[config.mk]
export PLATFORM = sky130hd
export DESIGN_NAME = ptt_top
export DESIGN_NICKNAME = d
export VERILOG_FILES = /design/src/verilog/ptt_pkg.sv /design/src/verilog/ptt_top.sv
export SDC_FILE = /design/constraint.sdc
export NUM_CORES = 2
export LEC_CHECK = 0
export ABC_AREA = 1
export BUFFER_PORTS_ARGS = -buffer_cell sky130_fd_sc_hd__buf_4
export CAP_MARGIN = 5
export CORE_MARGIN = 2
export CORE_UTILIZATION = 35
export CTS_CLUSTER_SIZE = 14
export DETAILED_ROUTE_END_ITERATION = 8
export PLACE_DENSITY = 0.49
export REMOVE_ABC_BUFFERS = 1
export SYNTH_ARGS = -nofsm -noshare
export SYNTH_HDL_FRONTEND = slang
export SYNTH_SLANG_ARGS = --single-unit
[constraint.sdc]
create_clock -name i_clk_sys -period 24.2 [get_ports i_clk_sys]
set_input_delay 1.21 -clock i_clk_sys [delete_from_list [all_inputs] [get_ports i_clk_sys]]
set_output_delay 1.21 -clock i_clk_sys [all_outputs]
set_load 0.005 [all_outputs]
[src/verilog/ptt_pkg.sv]
`default_nettype none
package ptt_pkg;
    // ==========================================
    // clock and timing
    localparam int unsigned CLK_NS = 100;
    localparam int unsigned PW_UNIT_NS = 8;
    localparam int unsigned TS_RATE_NS = 40;
    localparam int unsigned SLOT_NS = 8;
    localparam int unsigned TS_SLOTS = TS_RATE_NS / SLOT_NS;
    // ==========================================
    // register byte addresses
    localparam logic [11:0] OFF_INDEX = 12'h520;
    localparam logic [11:0] OFF_TRIG_CTRL = 12'h528;
    localparam logic [11:0] OFF_TARGET = 12'h52C;
    localparam logic [11:0] OFF_CYCLE_W = 12'h53C;
    localparam logic [11:0] OFF_CNT_PAT = 12'h540;
    localparam logic [11:0] OFF_LOOP = 12'h544;
    localparam logic [11:0] OFF_PULSE_W = 12'h548;
    localparam logic [11:0] OFF_TS_STAT = 12'h550;
    localparam logic [11:0] OFF_TS_NS = 12'h554;
    localparam logic [11:0] OFF_TS_PHASE = 12'h55C;
    // ==========================================
    // field positions
    localparam int TRIG_PTR_LSB = 0;
    localparam int TS_PTR_BIT = 8;
    localparam int OUT_UNIT_ENABLE_BIT = 31;
    localparam int MODE_LSB = 20;
    localparam int COUNT_LSB = 16;
    localparam int PAT_LSB = 0;
    localparam int EXT_LSB = 16;
    localparam int PW_LSB = 0;
    localparam int RISE_BIT = 7;
    localparam int FALL_BIT = 6;
    localparam int TAIL_BIT = 5;
    localparam int USEL_BIT = 1;
    localparam int CEN_BIT = 0;
    localparam logic [3:0] CNT_MAX = 4'hF;
    localparam int PPS_UNIT = 2;
    localparam int COMP_UNIT = 1;
    // ==========================================
    // types
    typedef enum logic [2:0] {
        MD_NEG_EDGE, MD_POS_EDGE, MD_NEG_PULSE, MD_POS_PULSE,
        MD_NEG_PER, MD_POS_PER, MD_PATTERN, MD_RSVD
    } ptt_mode_e;
    typedef enum logic [1:0] {TR_IDLE, TR_WAIT, TR_RUN} ptt_tstate_e;
    typedef struct packed {
        logic [11:0] addr;
        logic [31:0] wdata;
        logic wr;
        logic rd;
    } ptt_bus_s;
    typedef struct packed {
        logic out_unit_enable;
        ptt_mode_e mode;
        logic [31:0] target;
        logic [15:0] count;
        logic [15:0] pattern;
        logic [31:0] chain_loop_time;
        logic [7:0] second_pulse_width_ext;
        logic [15:0] pw;
        ptt_tstate_e st;
        logic lvl;
        logic [31:0] t_cyc;
        logic [15:0] done_n;
        logic [3:0] bit_i;
    } ptt_trig_s;
    typedef struct packed {
        logic capture_rise_en;
        logic capture_fall_en;
        logic chain_last_unit;
        logic chain_upstream_sel;
        logic chain_en;
        logic [3:0] capture_event_count;
        logic capture_count_overflow;
        logic first_sample_edge;
        logic [29:0] first_sample_nanosec;
        logic [2:0] first_sample_phase;
        logic [2:0] sync;
        logic lvl;
    } ptt_ts_s;
endpackage
`default_nettype wire

[src/verilog/ptt_top.sv]
`default_nettype none
module ptt_top
    import ptt_pkg::*;
#(
    parameter int N_TRIG = 3,
    parameter int N_TS = 2
) (
    input wire logic i_clk_sys,
    input wire logic i_reset,
    input wire logic i_ce,
    input wire ptt_bus_s i_bus,
    input wire logic [31:0] i_sys_ns,
    input wire logic [N_TS-1:0] i_ts_in,
    output logic [31:0] o_rdata,
    output logic [N_TRIG-1:0] o_trig
);
    // ==========================================
    // elaboration checks
    if (N_TRIG < 1 || N_TRIG > 4) begin : g_chk_trig
        $error("N_TRIG must be 1 to 4");
    end
    // the upstream select is one bit wide, so the chain holds exactly two units
    if (N_TS != 2) begin : g_chk_ts
        $error("N_TS must be 2");
    end

    typedef struct packed {
        logic [1:0] idx_trig;
        logic idx_ts;
        logic [31:0] cyc_w;
        ptt_trig_s [N_TRIG-1:0] tr;
        ptt_ts_s [N_TS-1:0] ts;
        logic [31:0] rdata;
    } ptt_state_s;

    ptt_state_s st_reg;
    ptt_state_s st_next;
    ptt_trig_s t;
    ptt_trig_s tsel;
    ptt_ts_s s;
    ptt_ts_s ssel;
    ptt_ts_s up;
    logic [31:0] pw;
    logic [31:0] tgt;
    logic [31:0] el;
    logic fin;
    logic act;
    logic idl;
    logic agree;
    logic hit;
    logic fed;

    function automatic logic ptt_idle(input ptt_mode_e m);
        ptt_idle = (m == MD_NEG_EDGE || m == MD_NEG_PULSE || m == MD_NEG_PER);
    endfunction

    function automatic logic [31:0] ptt_pw_ns(input ptt_trig_s x, input int u);
        logic [23:0] w;
        w = {8'h00, x.pw};
        if (u == PPS_UNIT) begin
            w = {x.second_pulse_width_ext, x.pw};
        end
        ptt_pw_ns = 32'(w) * 32'(PW_UNIT_NS);
    endfunction

    // ==========================================
    // next state
    always_comb begin
        st_next = st_reg;
        st_next.rdata = '0;
        tsel = '0;
        ssel = '0;
        t = '0;
        s = '0;
        up = '0;
        pw = '0;
        tgt = '0;
        el = '0;
        fin = 1'b0;
        act = 1'b0;
        idl = 1'b0;
        agree = 1'b0;
        hit = 1'b0;
        fed = 1'b0;
        for (int i = 0; i < N_TRIG; i++) begin
            t = st_reg.tr[i];
            pw = ptt_pw_ns(t, i);
            tgt = t.target;
            if (i == COMP_UNIT) begin
                // path delay compensation: fire early by the programmed delay
                tgt = t.target - 32'({t.second_pulse_width_ext, t.pw}) * 32'(PW_UNIT_NS);
            end
            el = i_sys_ns - t.t_cyc;
            idl = ptt_idle(t.mode);
            act = !idl;
            fin = 1'b0;
            case (t.st)
                TR_WAIT: begin
                    if ($signed(i_sys_ns - tgt) >= 0) begin
                        t.t_cyc = tgt;
                        t.done_n = '0;
                        t.bit_i = '0;
                        t.st = TR_RUN;
                        case (t.mode)
                            MD_NEG_EDGE: begin
                                t.lvl = 1'b0;
                                fin = 1'b1;
                            end
                            MD_POS_EDGE: begin
                                t.lvl = 1'b1;
                                fin = 1'b1;
                            end
                            MD_PATTERN: t.lvl = t.pattern[4'hF];
                            MD_RSVD: fin = 1'b1;
                            default: t.lvl = act;
                        endcase
                    end
                end
                TR_RUN: begin
                    if (t.mode == MD_NEG_PULSE || t.mode == MD_POS_PULSE) begin
                        if (el >= pw) begin
                            t.lvl = idl;
                            fin = 1'b1;
                        end
                    end else if (el >= st_reg.cyc_w) begin
                        t.t_cyc = t.t_cyc + st_reg.cyc_w;
                        t.bit_i = t.bit_i + 4'h1;
                        t.done_n = t.done_n + 16'h0001;
                        if (t.count != 16'h0000 && t.done_n == t.count) begin
                            t.lvl = idl;
                            fin = 1'b1;
                        end else if (t.mode == MD_PATTERN) begin
                            t.lvl = t.pattern[~t.bit_i];
                        end else begin
                            t.lvl = act;
                        end
                    end else if (t.mode != MD_PATTERN) begin
                        t.lvl = (el < pw) ? act : idl;
                    end
                end
                default: ;
            endcase
            if (fin) begin
                if (t.chain_loop_time != 32'h0000_0000) begin
                    t.target = t.target + t.chain_loop_time;
                    t.st = TR_WAIT;
                end else begin
                    t.st = TR_IDLE;
                    t.out_unit_enable = 1'b0;
                end
            end
            if (i_bus.wr && st_reg.idx_trig == 2'(i)) begin
                if (i_bus.addr == OFF_TRIG_CTRL) begin
                    t.out_unit_enable = i_bus.wdata[OUT_UNIT_ENABLE_BIT];
                    t.mode = ptt_mode_e'(i_bus.wdata[MODE_LSB +: 3]);
                    t.st = t.out_unit_enable ? TR_WAIT : TR_IDLE;
                    t.lvl = ptt_idle(t.mode);
                end else if (i_bus.addr == OFF_TARGET) begin
                    t.target = i_bus.wdata;
                end else if (i_bus.addr == OFF_CNT_PAT) begin
                    t.count = i_bus.wdata[COUNT_LSB +: 16];
                    t.pattern = i_bus.wdata[PAT_LSB +: 16];
                end else if (i_bus.addr == OFF_LOOP) begin
                    t.chain_loop_time = i_bus.wdata;
                end else if (i_bus.addr == OFF_PULSE_W) begin
                    t.second_pulse_width_ext = i_bus.wdata[EXT_LSB +: 8];
                    t.pw = i_bus.wdata[PW_LSB +: 16];
                end
            end
            if (st_reg.idx_trig == 2'(i)) begin
                tsel = st_reg.tr[i];
            end
            st_next.tr[i] = t;
        end

        for (int i = 0; i < N_TS; i++) begin
            s = st_reg.ts[i];
            // three-stage synchroniser; the first stage feeds only the second
            s.sync = {st_reg.ts[i].sync[1:0], i_ts_in[i]};
            agree = st_reg.ts[i].sync[1] == st_reg.ts[i].sync[2];
            hit = 1'b0;
            if (agree && st_reg.ts[i].sync[2] != st_reg.ts[i].lvl) begin
                s.lvl = st_reg.ts[i].sync[2];
                hit = s.lvl ? st_reg.ts[i].capture_rise_en
                            : st_reg.ts[i].capture_fall_en;
            end
            up = st_reg.ts[st_reg.ts[i].chain_upstream_sel];
            // a unit whose select points at itself is the chain head
            fed = !st_reg.ts[i].chain_en
                  || st_reg.ts[i].chain_upstream_sel == 1'(i)
                  || up.capture_event_count == CNT_MAX;
            if (i_bus.wr && i_bus.addr == OFF_TS_STAT && st_reg.idx_ts == 1'(i)) begin
                s.capture_rise_en = i_bus.wdata[RISE_BIT];
                s.capture_fall_en = i_bus.wdata[FALL_BIT];
                s.chain_last_unit = i_bus.wdata[TAIL_BIT];
                s.chain_upstream_sel = i_bus.wdata[USEL_BIT];
                s.chain_en = i_bus.wdata[CEN_BIT];
                // rearm; an edge in this same cycle is still counted below
                s.capture_event_count = '0;
                s.capture_count_overflow = 1'b0;
            end
            if (hit && fed) begin
                if (s.capture_event_count == 4'h0) begin
                    s.first_sample_nanosec = i_sys_ns[29:0];
                    s.first_sample_edge = s.lvl;
                    s.first_sample_phase =
                        3'((i_sys_ns % 32'(TS_RATE_NS)) / 32'(SLOT_NS));
                end
                if (s.capture_event_count == CNT_MAX) begin
                    if (!s.chain_en || s.chain_last_unit) begin
                        s.capture_count_overflow = 1'b1;
                    end
                end else begin
                    s.capture_event_count = s.capture_event_count + 4'h1;
                end
            end
            if (st_reg.idx_ts == 1'(i)) begin
                ssel = st_reg.ts[i];
            end
            st_next.ts[i] = s;
        end

        // ==========================================
        // register bus
        if (i_bus.wr) begin
            if (i_bus.addr == OFF_INDEX) begin
                st_next.idx_trig = i_bus.wdata[TRIG_PTR_LSB +: 2];
                st_next.idx_ts = i_bus.wdata[TS_PTR_BIT];
            end else if (i_bus.addr == OFF_CYCLE_W) begin
                st_next.cyc_w = i_bus.wdata;
            end
        end
        if (i_bus.rd) begin
            if (i_bus.addr == OFF_INDEX) begin
                st_next.rdata = {23'h000000, st_reg.idx_ts, 6'h00, st_reg.idx_trig};
            end else if (i_bus.addr == OFF_TRIG_CTRL) begin
                st_next.rdata = {tsel.out_unit_enable, 8'h00, tsel.mode, 18'h00000, tsel.st};
            end else if (i_bus.addr == OFF_TARGET) begin
                st_next.rdata = tsel.target;
            end else if (i_bus.addr == OFF_CYCLE_W) begin
                st_next.rdata = st_reg.cyc_w;
            end else if (i_bus.addr == OFF_CNT_PAT) begin
                st_next.rdata = {tsel.count, tsel.pattern};
            end else if (i_bus.addr == OFF_LOOP) begin
                st_next.rdata = tsel.chain_loop_time;
            end else if (i_bus.addr == OFF_PULSE_W) begin
                st_next.rdata = {8'h00, tsel.second_pulse_width_ext, tsel.pw};
            end else if (i_bus.addr == OFF_TS_STAT) begin
                st_next.rdata = {11'h000, ssel.capture_event_count,
                    ssel.capture_count_overflow, 8'h00, ssel.capture_rise_en,
                    ssel.capture_fall_en, ssel.chain_last_unit, 3'h0,
                    ssel.chain_upstream_sel, ssel.chain_en};
            end else if (i_bus.addr == OFF_TS_NS) begin
                st_next.rdata = {1'b0, ssel.first_sample_edge, ssel.first_sample_nanosec};
            end else if (i_bus.addr == OFF_TS_PHASE) begin
                st_next.rdata = {29'h00000000, ssel.first_sample_phase};
            end
        end
    end

    // ==========================================
    // state register
    always_ff @(posedge i_clk_sys) begin
        if (i_reset) begin
            st_reg <= '0;
        end else if (i_ce) begin
            st_reg <= st_next;
        end
    end

    assign o_rdata = st_reg.rdata;

    for (genvar g = 0; g < N_TRIG; g++) begin : g_trig
        assign o_trig[g] = st_reg.tr[g].lvl;

    end

    for (genvar g = 0; g < N_TS; g++) begin : g_ts

    end
endmodule
`default_nettype wire
==> qor.csv <==
metric,value,unit
outcome,"complete, but fails checks",
violations,max-capacitance violations,
cts_resized,0,
wire_per_inst,25.9,µm
cp_slowest_stage_delay,0.26,ns
drive_gt1_share,8.00,%
coreArea,152000,µm²
grt_overflow_total,0,
area_delta_synth_final,11.0,%
yosys-top-cells-area,"dfxtp_1 (26%), ha_1 (13%), a21oi_1 (10%)",
cpMaxStageDelayCell,o21ai_2,
chipWidth,395,µm
cts.sinks,700,
fillers,16100,
yosys_warnings,0,
cts_root_buffer,clkbuf_16,
hold_viol_final,0,
rsz0062_at_grt,false,
drt_iter0_drc,6358,
p_leak,24.4,nW
ir_worst_vdd,0.00124,V
cp.arrival,10.70,ns
htree_levels,3,
whs,0.447,ns
antenna_found_initial,14,
post-cts-setup-buffer-count,0,
antenna_left,0,
power_density,152,nW/µm²
end_kind,flip-flop,
ctsLongestPathBuffers,3,
track_usage,30.9,%
io_buffers,117,
dr_total_vias,56400,
ys.flop_type,dfxtp_1,
dp.final_hpwl,184000,µm
ys_seq_area_share,26.1,%
required,24.83,ns
grt_pass1_vias,52600,
gp_congestion,0.942,
combPwrFrac,70.5,%
synth-seq-cells,700,
multi_input_area,34700,µm²
synth_top_cell_area_share,26.1,%
yosysMostFrequentCell,a21oi_1,
synth_commonest_cells,"a21oi_1 (1,107), nand2_1 (1,056), inv_1 (833), dfxtp_1 (700), o21ai_0 (625)",
start_kind,input pin,
vias_per_cell,5.85,
largest_register_ffs,629,
rows,143,
syn_avg_cell_area,7.03,µm²
die_y,395,µm
p_clk_share,16.4,%
synth_edf_count,0,
pin_count,118,
p_switching,5.00,mW
cts_tree,yes,
wl,250000,µm
synth_area_leader_cell,dfxtp_1,
fmax,99.3,MHz
initial_utilization,35.3,%
p_sw_share,55.0,%
ys_types,67,
fin_crit,10.07,ns
critPathMaxFanout,11,
finalCritPeriodShare,41.6,%
power,9.08,mW
numCtsBuffers,92,
cp_common_cell,nand2_2,
final_area,59500,µm²
slew_viol_final,0,
finalSetupViolCount,0,
clock_skew,0.0456,ns
dp.cells,9464,
synth_area,53600,µm²
drc_errors,0,
critical_path_class,in2reg,
tightest_slew,1.45,ns
hold_class,reg2reg,
grt_pass1_wl,361000,µm
ff_latch_area,14000,µm²
maxCapViolCount,1,
instances_no_fill,9635,
grt_max_degree,104,
intPower,4.08,mW
slew_headroom,2.43,%
dieArea,156000,µm²
insertion_delay,0.75,ns
clk_pin_slew_worst_paths,0.06,ns
synth_cells,7626,
dr.pass1.iters,6,
power_frac_seq,13.1,%
ys_async_sr_fraction,0,%
num-nets-final,8185,
hold_buffers,0,
placedInstanceArea,56300,µm²
final.setup.tns,0,ns
## power by group through the flow
stage	sequential [mW]	combinational (mW)	clock [mW]
6_report	1.19	6.40	1.49
3_3_place_gp	1.21	6.20	0
3_5_place_dp	1.22	6.33	0
4_1_cts	1.19	6.37	1.51
5_1_grt	1.19	7.21	1.55
2_1_floorplan	1.21	5.37	0
## worst paths after layout
path	startpoint	end	slack [ns]	depth (start not counted)
worst max-delay path	i_sys_ns[31]	st_reg[38]	14.13	108
worst min register to register	st_reg[41]	st_reg[41]	0.45	2
worst max register to register	st_reg[453]	st_reg[467]	14.91	41
worst min-delay path	st_reg[41]	st_reg[41]	0.45	2
## routing by layer
metal,global-route usage [%],part of all wire [%]
met3,5.56,8.8
met4,11.9,4.1
met1,43.4,45
met5,0,0.026
met2,46.5,42
## final cells by class
cell class / instances / share of cell area (%)
Clock inverter: 42 / 0.971
Clock buffer: 127 / 4.41
Sequential cell: 700 / 23.5
Multi-Input combinational cell: 5591 / 58.2
Inverter: 937 / 5.94
Antenna cell: 2 / 0.00841
Timing Repair Buffer: 206 / 2.65
Tap cell: 2030 / 4.27
## worst max-delay path: cells and delay by family
kind / cells / cell delay (ns)
buf+inv: 14 / 1.30
simple gates: 90 / 7.51
compound gates: 4 / 0.69
## logic make-up (layout without fill, tap and decap cells)
logic type               count (synthesis)  after routing  synth area share [%]
other                                    0              2                     0
flip-flops                             700            700                  26.1
multiplexers                            27             27                 0.506
XOR/XNOR                               309            309                  5.05
adder cells (fa/ha/maj)                574            574                  13.5
AO/OA/AOI/OAI                         2696           2696                  29.0
AND/OR/NAND/NOR                       1985           1985                  16.2
buffers and inverters                 1335           1312                  9.62
## per-stage QoR
stage / util [%] / setup slack [ns]
2_1_floorplan: - / 15.08
3_3_place_gp: 37.0 / 13.89
3_5_place_dp: 37.0 / 13.48
4_1_cts: 39.1 / 14.23
5_1_grt: 39.1 / 12.91
6_report: 39.1 / 14.13
## cells in the final DEF, fill, tap and decap left out, types with 192 or more instances in the layout
cell	n
xor2_1	237
o21ai_0	624
buf_4	203
nand2_1	1054
dfxtp_1	697
nand3_1	239
inv_1	824
ha_1	563
nor2_1	347
a21oi_1	1107
o21ai_1	192
(Power assumes the default switching activity.)
